$ cat config.mk
export PLATFORM = sky130hd
export DESIGN_NAME = dsciod_issue
export DESIGN_NICKNAME = d
export VERILOG_FILES = /design/src/dsciod_pkg.sv /design/src/dsciod_pfdec.sv /design/src/dsciod_flags.sv /design/src/dsciod_issue.sv
export VERILOG_INCLUDE_DIRS = /design/src
export SDC_FILE = /design/constraint.sdc
export NUM_CORES = 1
export LEC_CHECK = 0
export ABC_AREA = 1
export BUFFER_PORTS_ARGS = -buffer_cell sky130_fd_sc_hd__buf_2
export CORE_MARGIN = 5
export CORE_UTILIZATION = 42
export CTS_BUF_LIST = sky130_fd_sc_hd__clkbuf_8
export DETAILED_ROUTE_END_ITERATION = 10
export PLACE_DENSITY = 0.71
export SYNTH_ARGS = -nofsm -noshare
export SYNTH_HDL_FRONTEND = slang
export SYNTH_SLANG_ARGS = --single-unit
$ cat constraint.sdc
create_clock -name I_CLK -period 2.45 [get_ports I_CLK]
set_input_delay 0.49 -clock I_CLK [delete_from_list [all_inputs] [get_ports I_CLK]]
set_output_delay 0.49 -clock I_CLK [all_outputs]
set_load 0.02 [all_outputs]
$ cat src/dsciod_regs.svh
`ifndef DSCIOD_REGS_SVH
`define DSCIOD_REGS_SVH

// word and field layout
`define DSCIOD_WORD_W       24
`define DSCIOD_INSTR_W      48
`define DSCIOD_OPC_LO       40
`define DSCIOD_ZERO_HI_W    8
`define DSCIOD_ACC_BIT      39
`define DSCIOD_BYTE_BIT     38
`define DSCIOD_BASE_LO      34
`define DSCIOD_DEST_LO      30
`define DSCIOD_SRC_LO       24
`define DSCIOD_BITSEL_LO    24
`define DSCIOD_ULIT_LO      28
`define DSCIOD_WB_LO        24
`define DSCIOD_XPF_LO       26
`define DSCIOD_YPF_LO       30
`define DSCIOD_XD_LO        36
`define DSCIOD_YD_LO        34
`define DSCIOD_MUL_LO       36
`define DSCIOD_ADDR_LO_LO   24
`define DSCIOD_ADDR_HI_LO   0
`define DSCIOD_DEFAULT_REG  4'h0
`define DSCIOD_WB_DIRECT    2'h1
`define DSCIOD_WB_POSTINC   2'h2
`define DSCIOD_WB_BAD       2'h3
`define DSCIOD_MUL_BAD_MIN  3'h6
`define DSCIOD_PF_SPECIAL   3'h7

// opcode values of the timing classes
`define DSCIOD_OP_NOP       8'h00
`define DSCIOD_OP_COMPUTED  8'h01
`define DSCIOD_OP_IND_JUMP  8'h02
`define DSCIOD_OP_IND_CALL  8'h03
`define DSCIOD_OP_JUMP_DBL  8'h04
`define DSCIOD_OP_CALL_DBL  8'h05
`define DSCIOD_OP_RETURN    8'h06
`define DSCIOD_OP_INT_RET   8'h07
`define DSCIOD_OP_MOV_DBL   8'h08
`define DSCIOD_OP_COND      8'h31
`define DSCIOD_OP_BRANCH    8'h37
`define DSCIOD_OP_SKIP      8'ha4
`define DSCIOD_OP_TBL_RD    8'hba
`define DSCIOD_OP_TBL_WR    8'hbb
`define DSCIOD_OP_MPY       8'hc0
`define DSCIOD_OP_SQR       8'hf0

// instruction cycle counts
`define DSCIOD_CYC_TAKEN    2'd2
`define DSCIOD_CYC_BRANCH   2'd2
`define DSCIOD_CYC_IND      2'd2
`define DSCIOD_CYC_TABLE    2'd2
`define DSCIOD_CYC_RETURN   2'd3
`define DSCIOD_CYC_DOUBLE   2'd2

`endif

$ cat src/dsciod_pkg.sv
`include "dsciod_regs.svh"

package dsciod_pkg;

    typedef enum logic [3:0] {
        CLS_PLAIN, CLS_NOP, CLS_COND, CLS_BRANCH, CLS_IND,
        CLS_TABLE, CLS_RETURN, CLS_SKIP, CLS_DOUBLE
    } dsciod_class_t;

    typedef enum logic [2:0] {
        S_FETCH, S_SECOND, S_EXEC, S_FILL, S_SKIP, S_SKIP2
    } dsciod_state_t;

    typedef struct packed {
        logic       none;
        logic       indexed;
        logic [3:0] areg;
        logic [3:0] step;
    } dsciod_pf_t;

    typedef struct packed {
        logic carry;
        logic digit_carry_flag;
        logic negative;
        logic overflow_flag;
        logic zero;
        logic acc_a_overflow;
        logic acc_b_overflow;
        logic acc_a_saturate;
        logic acc_b_saturate;
    } dsciod_flags_t;

    typedef struct packed {
        logic [7:0]  opcode;
        logic        byte_mode;
        logic [3:0]  base_work_reg;
        logic [3:0]  source_work_reg;
        logic [3:0]  dest_work_reg;
        logic [3:0]  default_work_reg;
        logic [3:0]  bit_select_field;
        logic [9:0]  unsigned_literal_ten;
        logic [15:0] signed_literal_ten;
        logic [22:0] program_addr_literal;
        logic        acc_sel;
        logic [1:0]  acc_writeback_dest;
        logic [3:0]  mul_m;
        logic [3:0]  mul_n;
        dsciod_pf_t  x_prefetch_addr;
        dsciod_pf_t  y_prefetch_addr;
        logic [3:0]  x_prefetch_dest;
        logic [3:0]  y_prefetch_dest;
    } dsciod_fields_t;

    typedef struct packed {
        logic lit_range;
        logic addr_odd;
        logic mul_pair;
        logic wb_code;
        logic second_word;
    } dsciod_err_t;

endpackage

$ cat src/dsciod_pfdec.sv
`timescale 1ns/1ps
`default_nettype none

module dsciod_pfdec
    import dsciod_pkg::*;
#(
    parameter logic [3:0] BASE_REG = 4'h8
) (
    input  wire logic [3:0] i_code,
    input  wire logic [1:0] i_dcode,
    output dsciod_pf_t      o_pf,
    output logic      [3:0] o_dest
);

    always_comb begin
        o_pf.none    = 1'b0;
        o_pf.indexed = 1'b0;
        o_pf.areg    = BASE_REG + {3'h0, i_code[3]};
        case (i_code[2:0])
            3'h0: o_pf.step = 4'h0;
            3'h1: o_pf.step = 4'h2;
            3'h2: o_pf.step = 4'h4;
            3'h3: o_pf.step = 4'h6;
            3'h4: o_pf.step = 4'ha;
            3'h5: o_pf.step = 4'hc;
            3'h6: o_pf.step = 4'he;
            default: begin
                o_pf.step    = 4'h0;
                o_pf.none    = ~i_code[3];
                o_pf.indexed = i_code[3];
            end
        endcase
    end

    // destination confined to the four multiplier registers
    assign o_dest = {2'h1, i_dcode};

endmodule

`default_nettype wire

$ cat src/dsciod_flags.sv
`timescale 1ns/1ps
`default_nettype none

module dsciod_flags
    import dsciod_pkg::*;
(
    input  wire logic          i_clk,
    input  wire logic          i_rst_n,
    input  wire dsciod_flags_t i_we,
    input  wire dsciod_flags_t i_val,
    output dsciod_flags_t      o_flags
);

    always_ff @(posedge i_clk) begin
        if (!i_rst_n) begin
            o_flags <= '0;
        end else begin
            o_flags <= (o_flags & ~i_we) | (i_val & i_we);
        end
    end

endmodule

`default_nettype wire

$ cat src/dsciod_issue.sv
// Summary of operation
// - double-word instructions join two fetched words into one 48-bit instruction
// - second word has top 8 bits zero; alone it issues as a no-op
// - plain single-word instructions take one cycle without taken test or pc change
// - taken condition or pc change costs two cycles, extra one a no-op
// - branch, computed branch, indirect call/jump, table access, returns take 2-3 cycles
// - taken skip costs two cycles, three when skipped instruction is double-word
// - every double-word instruction executes in exactly two cycles
// - write-back destination is register 13 or its location with post-increment two
// - bit-select operand is a 4-bit field choosing bits 0 to 15
// - unsigned ten-bit literal limited to 255 in byte mode, 1023 in word
// - 23-bit program address literal always has its least bit zero
// - signed ten-bit literal is two's complement and sign-extended
// - square multiply uses identical pairs of registers 4 to 7
// - multiply uses one of six distinct pairs from registers 4 to 7
// - x prefetch uses register 8 or 9, modified, indexed by 12, or none
// - y prefetch uses register 10 or 11, modified, indexed by 12, or none
// - prefetch destinations are registers 4 to 7
// - file-register instructions use register 0 as implied destination
// - base, source and destination fields each pick one of 16 registers
// - accumulator operand picks exactly one of accumulators A and B
// - status flags kept for core and both accumulators
// - each single word is 24 bits with an 8-bit opcode in front
`timescale 1ns/1ps
`default_nettype none
`include "dsciod_regs.svh"

module dsciod_issue
    import dsciod_pkg::*;
(
    input  wire logic          I_CLK,
    input  wire logic          I_RST_N,
    input  wire logic          I_FETCH_VALID,
    input  wire logic [23:0]   I_FETCH_WORD,
    output logic               O_FETCH_READY,
    input  wire logic          I_COND_TRUE,
    input  wire logic          I_PC_WRITE,
    input  wire logic          I_SKIP_TAKEN,
    input  wire dsciod_flags_t I_FLAG_WE,
    input  wire dsciod_flags_t I_FLAG_VAL,
    output logic               O_ISSUE_VALID,
    output logic               O_ISSUE_NOP,
    output logic [47:0]        O_ISSUE_INSTR,
    output logic               O_ISSUE_DOUBLE,
    output dsciod_class_t      O_ISSUE_CLASS,
    output dsciod_fields_t     O_FIELDS,
    output dsciod_err_t        O_ERR,
    output dsciod_flags_t      O_FLAGS
);

    function automatic dsciod_class_t classify(input logic [7:0] opc);
        case (opc)
            `DSCIOD_OP_NOP:      classify = CLS_NOP;
            `DSCIOD_OP_COND:     classify = CLS_COND;
            `DSCIOD_OP_BRANCH:   classify = CLS_BRANCH;
            `DSCIOD_OP_COMPUTED: classify = CLS_BRANCH;
            `DSCIOD_OP_IND_JUMP: classify = CLS_IND;
            `DSCIOD_OP_IND_CALL: classify = CLS_IND;
            `DSCIOD_OP_TBL_RD:   classify = CLS_TABLE;
            `DSCIOD_OP_TBL_WR:   classify = CLS_TABLE;
            `DSCIOD_OP_RETURN:   classify = CLS_RETURN;
            `DSCIOD_OP_INT_RET:  classify = CLS_RETURN;
            `DSCIOD_OP_SKIP:     classify = CLS_SKIP;
            `DSCIOD_OP_JUMP_DBL: classify = CLS_DOUBLE;
            `DSCIOD_OP_CALL_DBL: classify = CLS_DOUBLE;
            `DSCIOD_OP_MOV_DBL:  classify = CLS_DOUBLE;
            default:             classify = CLS_PLAIN;
        endcase
    endfunction

    function automatic logic [1:0] extra_cycles(
        input dsciod_class_t cls,
        input logic          cond,
        input logic          pcw
    );
        case (cls)
            CLS_PLAIN:  extra_cycles = pcw ? `DSCIOD_CYC_TAKEN - 2'd1 : 2'd0;
            CLS_COND:   extra_cycles = cond ? `DSCIOD_CYC_TAKEN - 2'd1 : 2'd0;
            CLS_BRANCH: extra_cycles = `DSCIOD_CYC_BRANCH - 2'd1;
            CLS_IND:    extra_cycles = `DSCIOD_CYC_IND - 2'd1;
            CLS_TABLE:  extra_cycles = `DSCIOD_CYC_TABLE - 2'd1;
            CLS_RETURN: extra_cycles = `DSCIOD_CYC_RETURN - 2'd1;
            CLS_DOUBLE: extra_cycles = `DSCIOD_CYC_DOUBLE - 2'd1;
            default:    extra_cycles = 2'd0;
        endcase
    endfunction

    dsciod_state_t  state;
    dsciod_state_t  next_state;
    logic [1:0]     fill_cnt;
    logic [1:0]     next_extra;
    logic [23:0]    first_word;
    logic [47:0]    cap_word;
    logic           accept;
    logic           load;
    dsciod_class_t  in_class;
    dsciod_fields_t next_fields;
    dsciod_err_t    next_err;
    dsciod_pf_t     x_pf;
    dsciod_pf_t     y_pf;
    logic [3:0]     x_dest;
    logic [3:0]     y_dest;

    // handshake with the fetch stream
    always_comb begin
        case (state)
            S_FETCH, S_SECOND, S_SKIP, S_SKIP2: O_FETCH_READY = 1'b1;
            default:                            O_FETCH_READY = 1'b0;
        endcase
    end

    assign accept   = I_FETCH_VALID & O_FETCH_READY;
    assign in_class = classify(I_FETCH_WORD[23:16]);

    // skipped words issue as no-ops in the cycle they are taken
    always_comb begin
        case (state)
            S_EXEC:          O_ISSUE_VALID = 1'b1;
            S_FILL:          O_ISSUE_VALID = 1'b1;
            S_SKIP, S_SKIP2: O_ISSUE_VALID = accept;
            default:         O_ISSUE_VALID = 1'b0;
        endcase
    end

    assign O_ISSUE_NOP = (state != S_EXEC) | (O_ISSUE_CLASS == CLS_NOP);

    assign next_extra = extra_cycles(O_ISSUE_CLASS, I_COND_TRUE, I_PC_WRITE);

    always_comb begin
        next_state = state;
        case (state)
            S_FETCH: begin
                if (accept) begin
                    next_state = (in_class == CLS_DOUBLE) ? S_SECOND : S_EXEC;
                end
            end
            S_SECOND: begin
                if (accept) begin
                    next_state = S_EXEC;
                end
            end
            S_EXEC: begin
                if (O_ISSUE_CLASS == CLS_SKIP && I_SKIP_TAKEN) begin
                    next_state = S_SKIP;
                end else if (next_extra != 2'd0) begin
                    next_state = S_FILL;
                end else begin
                    next_state = S_FETCH;
                end
            end
            S_FILL: begin
                if (fill_cnt == 2'd1) begin
                    next_state = S_FETCH;
                end
            end
            S_SKIP: begin
                if (accept) begin
                    next_state = (in_class == CLS_DOUBLE) ? S_SKIP2 : S_FETCH;
                end
            end
            S_SKIP2: begin
                if (accept) begin
                    next_state = S_FETCH;
                end
            end
            default: next_state = S_FETCH;
        endcase
    end

    always_ff @(posedge I_CLK) begin
        if (!I_RST_N) begin
            state <= S_FETCH;
        end else begin
            state <= next_state;
        end
    end

    always_ff @(posedge I_CLK) begin
        if (!I_RST_N) begin
            fill_cnt <= 2'd0;
        end else if (state == S_EXEC) begin
            fill_cnt <= next_extra;
        end else if (state == S_FILL) begin
            fill_cnt <= fill_cnt - 2'd1;
        end
    end

    // instruction assembly
    always_ff @(posedge I_CLK) begin
        if (!I_RST_N) begin
            first_word <= 24'h000000;
        end else if (state == S_FETCH && accept) begin
            first_word <= I_FETCH_WORD;
        end
    end

    assign cap_word = (state == S_SECOND) ? {first_word, I_FETCH_WORD}
                                          : {I_FETCH_WORD, 24'h000000};
    assign load = accept & ((state == S_SECOND) | ((state == S_FETCH) & (in_class != CLS_DOUBLE)));

    dsciod_pfdec #(
        .BASE_REG (4'h8)
    ) u_xpf (
        .i_code  (cap_word[`DSCIOD_XPF_LO +: 4]),
        .i_dcode (cap_word[`DSCIOD_XD_LO +: 2]),
        .o_pf    (x_pf),
        .o_dest  (x_dest)
    );

    dsciod_pfdec #(
        .BASE_REG (4'ha)
    ) u_ypf (
        .i_code  (cap_word[`DSCIOD_YPF_LO +: 4]),
        .i_dcode (cap_word[`DSCIOD_YD_LO +: 2]),
        .o_pf    (y_pf),
        .o_dest  (y_dest)
    );

    // operand field decode
    always_comb begin
        next_fields = '0;
        next_err    = '0;
        next_fields.opcode           = cap_word[`DSCIOD_OPC_LO +: 8];
        next_fields.byte_mode        = cap_word[`DSCIOD_BYTE_BIT];
        next_fields.base_work_reg    = cap_word[`DSCIOD_BASE_LO +: 4];
        next_fields.source_work_reg  = cap_word[`DSCIOD_SRC_LO +: 4];
        next_fields.dest_work_reg    = cap_word[`DSCIOD_DEST_LO +: 4];
        next_fields.default_work_reg = `DSCIOD_DEFAULT_REG;
        next_fields.bit_select_field = cap_word[`DSCIOD_BITSEL_LO +: 4];
        next_fields.acc_sel          = cap_word[`DSCIOD_ACC_BIT];
        next_fields.unsigned_literal_ten = cap_word[`DSCIOD_ULIT_LO +: 10];
        if (next_fields.byte_mode) begin
            next_fields.unsigned_literal_ten[9:8] = 2'h0;
            next_err.lit_range = |cap_word[`DSCIOD_ULIT_LO + 8 +: 2];
        end
        next_fields.signed_literal_ten = {{6{cap_word[`DSCIOD_ULIT_LO + 9]}},
                                          cap_word[`DSCIOD_ULIT_LO +: 10]};
        next_fields.program_addr_literal = {cap_word[`DSCIOD_ADDR_HI_LO +: 7],
                                            cap_word[`DSCIOD_ADDR_LO_LO + 1 +: 15],
                                            1'b0};
        next_err.addr_odd = cap_word[`DSCIOD_ADDR_LO_LO];
        next_fields.acc_writeback_dest = cap_word[`DSCIOD_WB_LO +: 2];
        if (next_fields.acc_writeback_dest == `DSCIOD_WB_BAD) begin
            next_fields.acc_writeback_dest = 2'h0;
            next_err.wb_code = 1'b1;
        end
        if (next_fields.opcode == `DSCIOD_OP_SQR) begin
            next_fields.mul_m = {2'h1, cap_word[`DSCIOD_MUL_LO +: 2]};
            next_fields.mul_n = {2'h1, cap_word[`DSCIOD_MUL_LO +: 2]};
        end else if (next_fields.opcode == `DSCIOD_OP_MPY) begin
            case (cap_word[`DSCIOD_MUL_LO +: 3])
                3'h0: {next_fields.mul_m, next_fields.mul_n} = {4'h4, 4'h5};
                3'h1: {next_fields.mul_m, next_fields.mul_n} = {4'h4, 4'h6};
                3'h2: {next_fields.mul_m, next_fields.mul_n} = {4'h4, 4'h7};
                3'h3: {next_fields.mul_m, next_fields.mul_n} = {4'h5, 4'h6};
                3'h4: {next_fields.mul_m, next_fields.mul_n} = {4'h5, 4'h7};
                3'h5: {next_fields.mul_m, next_fields.mul_n} = {4'h6, 4'h7};
                default: begin
                    {next_fields.mul_m, next_fields.mul_n} = {4'h4, 4'h5};
                    next_err.mul_pair = 1'b1;
                end
            endcase
        end
        next_fields.x_prefetch_addr = x_pf;
        next_fields.y_prefetch_addr = y_pf;
        next_fields.x_prefetch_dest = x_dest;
        next_fields.y_prefetch_dest = y_dest;
        if (state == S_SECOND) begin
            next_err.second_word = |I_FETCH_WORD[23 -: `DSCIOD_ZERO_HI_W];
        end
    end

    always_ff @(posedge I_CLK) begin
        if (!I_RST_N) begin
            O_ISSUE_INSTR  <= 48'h000000000000;
            O_ISSUE_DOUBLE <= 1'b0;
            O_ISSUE_CLASS  <= CLS_NOP;
            O_FIELDS       <= '0;
            O_ERR          <= '0;
        end else if (load) begin
            O_ISSUE_INSTR  <= cap_word;
            O_ISSUE_DOUBLE <= (state == S_SECOND);
            O_ISSUE_CLASS  <= classify(cap_word[`DSCIOD_OPC_LO +: 8]);
            O_FIELDS       <= next_fields;
            O_ERR          <= next_err;
        end
    end

    dsciod_flags u_flags (
        .i_clk   (I_CLK),
        .i_rst_n (I_RST_N),
        .i_we    (I_FLAG_WE),
        .i_val   (I_FLAG_VAL),
        .o_flags (O_FLAGS)
    );

endmodule

`default_nettype wire

Word-level counts from Yosys, hierarchy flattened
Cells that the tools add are included.
{"block": "op_classes", "eq_ne": 68, "n_mux": 35, "reduce_logical": 31, "addsub": 3, "n_bitwise": 11}
{"cell": "equality test 8 x 3 -> 1 bit, second input constant", "n": 8}
{"cell": "equality test 8 bit, second input constant", "n": 8}
{"cell": "case mux 4 bit (8 select lines)", "n": 2}
{"cell": "two-way mux 48 bit", "n": 1}
{"cell": "case mux 4 bit (6 select lines)", "n": 2}
{"cell": "equality test 8 x 2 -> 1 bit, second input constant", "n": 4}
{"cell": "equality test 8 x 6 -> 1 bit, second input constant", "n": 4}
{"cell": "equality test 3 bit, second input constant", "n": 10}
{"cell": "case mux 6 bit (5 select lines)", "n": 1}
{"cell": "equality test 3 x 2 -> 1 bit, second input constant", "n": 8}
{"cell": "OR reduction 2 bit", "n": 11}
{"cell": "two-way mux 3 bit", "n": 7}
{"cell": "bitwise AND 9 bit", "n": 2}
{"cell": "case mux 3 bit (6 select lines)", "n": 1}
{"cell": "equality test 4 x 3 -> 1 bit, second input constant", "n": 4}
{"cell": "equality test 8 x 1 -> 1 bit, second input constant", "n": 2}
{"cell": "equality test 8 x 4 -> 1 bit, second input constant", "n": 2}
{"cell": "zero test 8 bit", "n": 2}
{"cell": "two-way mux 2 bit", "n": 8}
{"cell": "two-way mux 7 bit", "n": 2}
{"cell": "OR reduction 7 bit", "n": 2}
{"cell": "equality test 3 x 1 -> 1 bit, second input constant", "n": 4}
{"cell": "zero test 3 bit", "n": 4}
{"cell": "!= test 2 bit, second input constant", "n": 5}
{"cell": "other kinds (25)", "n": 44}
{"block": "word_totals", "elab_cells": 190, "input_bits": 48, "register_bits": 196}

Depth between registers and ports, before layout
Gate-level depths: netlist of run 1.
{"block": "logic_depth", "word_depth": 7, "ltp_mapped": 15}

Cells and area by module
From an unflattened synthesis of run 1, not the netlist that was laid out.
{"block": "unflattened", "cells_unflattened": 930, "hier_area_um2": 6500.0}
{"mod": "dsciod_issue", "n_inst": 1, "cells_each": 831, "area_each_um2": 5851.9, "seq_area_each_um2": 2462.4}
{"mod": "dsciod_flags", "n_inst": 1, "cells_each": 55, "area_each_um2": 385.4, "seq_area_each_um2": 180.2}
{"mod": "dsciod_pfdec", "n_inst": 2, "cells_each": 22, "area_each_um2": 131.4, "seq_area_each_um2": 0.0}

Least setup slack after synthesis of run 1
Ideal clock, no wire load.
{"block": "synth_path", "kind": "reg2reg", "start": "register state[2]", "end": "register O_FIELDS[33] (netlist bit)", "slack_ps": 635, "arrival_ps": 1744, "synth_period_minus_slack_ps": 1815, "path_stages_with_launch": 13, "setup_time_ps": 70, "path_buffers": 2, "cell_sequence": "dfxtp_1 buf_6 nor2_4 nand2_2 buf_4 o21ai_4 inv_2 ha_1 nor3_1 nand2_1 nand2_1 nand2_1 a21oi_1"}
{"block": "synth_between", "elab_chain_cells": 6}
{"item": "start, declared", "line": "dsciod_issue.sv:88", "text": "dsciod_state_t state;"}
{"item": "start signal, assigned", "line": "dsciod_issue.sv:174", "text": "state <= next_state;"}
{"item": "equality test 3 x 1 -> 1 bit (*)", "line": "dsciod_issue.sv:197", "text": "assign cap_word = (state == S_SECOND) ? {first_word, I_FETCH_WORD}"}
{"item": "two-way mux 48 bit (*)", "line": "dsciod_issue.sv:197"}
{"item": "via cap_word[38]", "line": "dsciod_issue.sv:93", "text": "logic [47:0] cap_word;"}
{"item": "equality test 3 bit, or another cell as far along", "line": "dsciod_issue.sv:251", "text": "case (cap_word[`DSCIOD_MUL_LO +: 3])"}
{"item": "case mux 6 bit (5 select lines) (*)", "line": "dsciod_issue.sv:251"}
{"item": "two-way mux 7 bit (*)", "line": "dsciod_issue.sv:250", "text": "end else if (next_fields.opcode == `DSCIOD_OP_MPY) begin"}
{"item": "two-way mux 7 bit (*)", "line": "dsciod_issue.sv:247", "text": "if (next_fields.opcode == `DSCIOD_OP_SQR) begin"}
{"item": "end signal, assigned", "line": "dsciod_issue.sv:284", "text": "O_FIELDS <= next_fields;"}
{"item": "end, declared", "line": "dsciod_issue.sv:46", "text": "output dsciod_fields_t O_FIELDS,"}
Mark *: on every way through the listed nets, which the timed path passes. The rest lies on a longest branch.
A chain may end at the register's enable or synchronous reset.

Worst setup path in the final report of run 1
Same ends and word-level chain as after synthesis.

==> flow_summary.json, run 1 <==
{
  "outcome": "finished clean",
  "relSlewSlack_pct": 52.84,
  "numCtsBuffers": 17,
  "synth_adder_area_share_pct": 0.8531,
  "area_growth_pct": 17.25,
  "cts_setup_buffers": 0,
  "reg2reg_from": "state[2]$_SDFFE_PN0P_",
  "num_rows": 43,
  "cts_buffer_depth": 2,
  "pwr_density_cell_nw_per_um2": 701.0,
  "hp-start": "I_FLAG_WE[5]",
  "async_flop_share_pct": 0,
  "crit_buf_inv": 1,
  "gr-usage-all-layers_pct": 18.11,
  "fin_tns_setup_ps": 0,
  "crit_top_cell": "nand2_1",
  "gp_congestion": 0.9052,
  "crit_slowest_cell": "dfxtp_1",
  "drv_cap": 0,
  "grt_pass1_vias": 4934,
  "initial_core_util_pct": 42.60,
  "rsz0062_at_grt": "false",
  "period_share_pct": 85.77,
  "ys_types": 34,
  "r2r_slack_ps": 350,
  "synth_mux_area_share_pct": 0.5758,
  "holdCritPathClass": "in2reg",
  "hold_violations": 0,
  "irDropWorstVdd_uv": 330.8,
  "route.detailed.drc": 0,
  "n_fill_cell": 1430,
  "drt-wirelength-per-cell_um": 13.27,
  "critical_path.max_fanout": 14,
  "grt_max_degree": 50,
  "grt_overflow_total": 0,
  "cp_cell_sequence": "nor2_4 -> nand2_2 -> nand2_1 -> o21ai_4 -> inv_2 -> ha_1 -> nor3_1 -> nand2_1 -> nand2_1 -> nand2_1 -> a21oi_1",
  "cts-root-buf": "clkbuf_8",
  "die_y_um": 128.2,
  "final_cells": 1142,
  "fmax_mhz": 475.9,
  "postCtsResizedCells": 0,
  "syn_area_per_cell_um2": 7.129,
  "cts_tree": "done",
  "syn_area_um2": 5867,
  "synth_top_family_by_area": "simple AND/OR/NAND/NOR gates",
  "core_um2": 13770,
  "synthFlopType": "dfxtp_1",
  "setup_ws_ps": 348.5,
  "hpwl_um": 11300,
  "critPathRequiredTime_ps": 2800,
  "cpPeakStageDelay_ps": 530,
  "synth-simple-area-share_pct": 23.86,
  "htree_num_levels": 4,
  "cp-start-kind": "flip-flop",
  "die_x_um": 128.2,
  "clock_latency_ps": 420,
  "ant_nets": 0,
  "setup_viol": 0,
  "vias_per_cell": 4.754,
  "synth_xor_area_share_pct": 0,
  "portBuffers": 220,
  "crit_family": "simple AND/OR/NAND/NOR gates",
  "r2r_cells": 11,
  "p_leak_nw": 3.485,
  "dr.pass1.iters": 5,
  "synth_seq_cells": 115,
  "antenna_found_initial": 0,
  "layout-drive-gt1-share_pct": 30.77,
  "hold_buffers": 0,
  "grt_pass1_wl_um": 24340,
  "drv_slew": 0,
  "num_io_pins": 235,
  "synth-seq-area-share_pct": 39.24,
  "synth_enable_flop_cells": 0,
  "syn_inst": 823,
  "worstMarginPinSlew_ps": 706.4,
  "cp_num_cells": 11,
  "end_kind": "flip-flop",
  "r2r_end": "O_FIELDS[33]$_SDFFE_PN0P_",
  "finClkSkew_ps": 8.962,
  "drt-initial-drc-count": 523,
  "synth_compound_area_share_pct": 15.21,
  "whs_path_depth": 2,
  "clkTransAtPathRegs_ps": 70,
  "fin_crit_ps": 2101,
  "dp_slack_ps": 362.0,
  "drt_wl_total_um": 15160,
  "die-area_um2": 16430,
  "yosysWarnings": 0,
  "dp.cells": 1111,
  "holdWs_ps": 247.2,
  "cp.arrival_ps": 2460,
  "critical_path_class": "reg2reg",
  "nets": 1002,
  "diodes": 0,
  "cts_sinks": 115,
  "num_vias": 5429,
  "final_util_pct": 49.95
}
-- flip-flops by register name, summed over array words and instances (netlist names), named ones only --
register,count
O_ERR,4
O_FIELDS,20
O_ISSUE_CLASS,4
O_ISSUE_DOUBLE,1
O_ISSUE_INSTR,48
fill_cnt,2
first_word,24
state,3
-- cells in the final DEF (no fill, tap or decap), types with 6 or more instances in the layout --
| cell | Yosys | layout |
|---|---|---|
| nand3_1 | 30 | 30 |
| nand2_2 | 8 | 8 |
| inv_2 | 9 | 9 |
| a21oi_1 | 109 | 109 |
| buf_2 | 14 | 220 |
| o21ai_0 | 48 | 48 |
| buf_4 | 101 | 11 |
| conb_1 | 1 | 14 |
| dfxtp_1 | 115 | 115 |
| clkbuf_8 | 0 | 19 |
| nand3b_1 | 8 | 8 |
| nand2_1 | 216 | 216 |
| nor2_1 | 43 | 42 |
| inv_1 | 55 | 57 |
| o21ai_1 | 6 | 6 |
-- final cells by class --
class	instances	area (µm²)	area share (%)
Inverter	64	240.2	3.492
Timing Repair Buffer	233	1224	17.79
Sequential cell	115	2302	33.47
Clock buffer	19	261.5	3.801
Clock inverter	12	187.7	2.728
Tap cell	180	225.2	3.274
Multi-Input combinational cell	519	2439	35.45
-- where the power goes --
part	switching (W)	total, W	internal [W]	leakage (nW)
sequential	0.0000660	0.00203	0.00197	0.942
combinational	0.000545	0.000787	0.000242	2.31
clock	0.000757	0.00200	0.00125	0.230
total	0.00137	0.00482	0.00345	3.49
-- through the flow --
step	area [µm²]	total power [W]
after floorplan	5916	0.002708
after global placement	6430	0.002854
final	6879	0.004822
after detailed placement	6430	0.002864
after CTS	6879	0.004862
after global routing	6879	0.005036
-- routing by layer --
metal  share of wire, %  track usage (%)  up-vias
met1                 47            25.31     2422
li1                   -                -     2780
met4               0.83            5.056        0
met5                  0                0        -
met3                8.4            4.833       10
met2                 44            27.49      217
-- synth_stat cells (4+ instances only) --
cell type    n  area share [%]
buf_4      101              13
o21ai_1      6            0.51
clkbuf_1    19             1.2
inv_2        9            0.58
nand2_1    216              14
nand3_1     30             2.6
a21oi_1    109             9.3
nand3b_1     8             1.0
dfxtp_1    115              39
buf_6        4            0.77
nand2_2      8            0.85
ha_1         4            0.85
buf_2       14             1.2
nand4_1      5            0.53
o21ai_0     48             4.1
inv_1       55             3.5
nor2_1      43             2.8
-- kinds of logic after synthesis --
kind of cell	Yosys count
AOI/OAI and AO/OA	172
adders and majority gates	4
buffers and inverters	202
DFF	115
muxes	3
other	1
and+or+nand+nor	326
-- how the worst max path moves through the flow --
stage | end | slack, ps | start
after floorplan | O_FIELDS[33]$_SDFFE_PN0P_ | 640 | state[2]$_SDFFE_PN0P_
after global routing | O_ISSUE_CLASS[2]$_SDFFE_PN0P_ | 110 | state[2]$_SDFFE_PN0P_
after detailed placement | O_FIELDS[33]$_SDFFE_PN0P_ | 360 | state[2]$_SDFFE_PN0P_
final | O_FIELDS[33]$_SDFFE_PN0P_ | 350 | state[2]$_SDFFE_PN0P_
after CTS | O_ISSUE_NOP | 340 | state[1]$_SDFFE_PN0P_
after global placement | O_ISSUE_CLASS[2]$_SDFFE_PN0P_ | 370 | I_FETCH_WORD[18]
Power figures use the tool's default switching activity.
==> inputs of run 2 (changes only) <==
==> constraint.sdc (replaced) <==
create_clock -name I_CLK -period 2 [get_ports I_CLK]
set_input_delay 0.4 -clock I_CLK [delete_from_list [all_inputs] [get_ports I_CLK]]
set_output_delay 0.4 -clock I_CLK [all_outputs]
set_load 0.02 [all_outputs]
==> flow_summary.json, run 2 (same netlist as run 1, synthesis figures left out) <==
{
  "regMostFlops": "O_ISSUE_INSTR",
  "rsz0062_at_grt": "false",
  "cp-start-kind": "flip-flop",
  "holdWs_ps": 144.4,
  "vias_per_cell": 4.761,
  "dp.cells": 1124,
  "p_clk_share_pct": 36.8,
  "drt_wl_total_um": 15390,
  "route.detailed.drc": 0,
  "die_y_um": 128.2,
  "grt_pass1_vias": 4929,
  "drv_slew": 0,
  "htree_num_levels": 4,
  "intPower_w": 0.003902,
  "grt_pass1_wl_um": 24070,
  "num_io_pins": 235,
  "critPathLaunch": "state[0]$_SDFFE_PN0P_",
  "cts_tree": "done",
  "pwr_density_cell_nw_per_um2": 793.8,
  "p_leak_nw": 3.559,
  "largest_register_ffs": 48,
  "numCtsBuffers": 17,
  "fin_tns_setup_ps": 0,
  "cp.arrival_ps": 1480,
  "dr.pass1.iters": 7,
  "nets": 1019,
  "critical_path_class": "reg2out",
  "seq_area_um2": 2303,
  "ant_nets": 0,
  "die-area_um2": 16430,
  "grt_max_degree": 34,
  "seqPwrFrac_pct": 45.0,
  "drt-initial-drc-count": 370,
  "grt_overflow_total": 0,
  "final_cell_mix": "220 x buf_2, 216 x nand2_1, 114 x dfxtp_1",
  "die_x_um": 128.2,
  "clkTransAtPathRegs_ps": 70,
  "n_fill_cell": 1424,
  "critPathRequiredTime_ps": 1600,
  "portBuffers": 220,
  "irDropWorstVdd_uv": 373.9,
  "end_kind": "primary output",
  "fmax_mhz": 530.7,
  "critical_path.max_fanout": 23,
  "p_comb_share_pct": 18.3,
  "cts_sinks": 115,
  "r2r_slack_ps": 220,
  "whs_path_depth": 2,
  "hp-start": "I_FLAG_WE[1]",
  "gp_congestion": 0.9016,
  "period_share_pct": 94.21,
  "hold_buffers": 0,
  "setup_viol": 0,
  "antenna_found_initial": 1,
  "initial_core_util_pct": 42.60,
  "area_growth_pct": 18.92,
  "hpwl_um": 11660,
  "core_um2": 13770,
  "gr-usage-all-layers_pct": 18.25,
  "reg_top3": "O_ISSUE_INSTR: 48 flops, first_word: 24 flops, O_FIELDS: 20 flops",
  "r2r_cells": 12,
  "drv_cap": 0,
  "num_rows": 43,
  "swShare_pct": 29.53,
  "hold_violations": 0,
  "fin_crit_ps": 1884,
  "cts_buffer_depth": 2,
  "layout_commonest_cell": "buf_2",
  "num_vias": 5513,
  "r2r_end": "O_FIELDS[28]$_SDFFE_PN0P_",
  "finClkSkew_ps": 12.08,
  "layout-drive-gt1-share_pct": 31.93,
  "multi_input_area_um2": 2450,
  "clock_latency_ps": 440,
  "holdCritPathClass": "in2reg",
  "drt-wirelength-per-cell_um": 13.29,
  "final_cells": 1158,
  "outcome": "finished clean",
  "cts-root-buf": "clkbuf_8",
  "p_sw_w": 0.001635,
  "reg2reg_from": "state[2]$_SDFFE_PN0P_"
}
==> run 2: metrics by stage <==
step | area, µm² | util [%] | power [W] | worst slack, ps
finish | 6977 | 50.65 | 0.005538 | 115.8
floorplan | 5916 | - | 0.003317 | 185.2
global route | 6977 | 50.65 | 0.005813 | 11.71
CTS | 6938 | 50.37 | 0.005587 | 36.99
detailed placement | 6565 | 47.67 | 0.003544 | 46.59
global placement | 6565 | 47.67 | 0.003531 | 60.27
==> run 2: worst max-delay path by stage <==
stage	endpoint	depth (start not counted)	slack (ps)
floorplan	O_FIELDS[33]$_SDFFE_PN0P_	12	190
global placement	O_FIELDS[28]$_SDFFE_PN0P_	12	60
detailed placement	O_FIELDS[33]$_SDFFE_PN0P_	11	50
CTS	O_FIELDS[33]$_SDFFE_PN0P_	11	40
global route	O_ISSUE_CLASS[0]$_SDFFE_PN1P_	13	10
finish	O_ISSUE_NOP	4	120
==> run 2: critical path: stages (launching register included) <==
cell and delay (ps):
dfxtp_1 340, buf_4 230, nor3_4 250, nand2_1 70, buf_2 160
==> run 2: final cells by class <==
| cell class | instances | share of cell area (%) |
|---|---|---|
| Antenna cell | 1 | 0.03587 |
| Clock buffer | 20 | 3.945 |
| Clock inverter | 9 | 1.309 |
| Inverter | 64 | 3.443 |
| Multi-Input combinational cell | 519 | 35.11 |
| Sequential cell | 115 | 33.02 |
| Tap cell | 180 | 3.228 |
| Timing Repair Buffer | 250 | 19.91 |
==> run 2: power by group through the flow <==
stage	Clock [W]	Sequential (W)	Combinational, W
2_1_floorplan	0	0.00262	0.000701
3_3_place_gp	0	0.00254	0.000995
3_5_place_dp	0	0.00254	0.00100
4_1_cts	0.00209	0.00249	0.00101
5_1_grt	0.00220	0.00251	0.00110
6_report	0.00204	0.00249	0.00101
==> run 2: timing repair <==
action                     in CTS  in global routing
pin swaps                       0                  1
setup endpoints to repair       1                 10
buffers inserted                0                  4
gates cloned                    0                  0
gates resized for setup         1                  3
==> run 2: per-layer routing <==
layer	GRT usage [%]	routed length (µm)
met1	24.49	7188
met2	27.24	6651
met3	5.208	1209
met4	8.052	338
met5	0	0
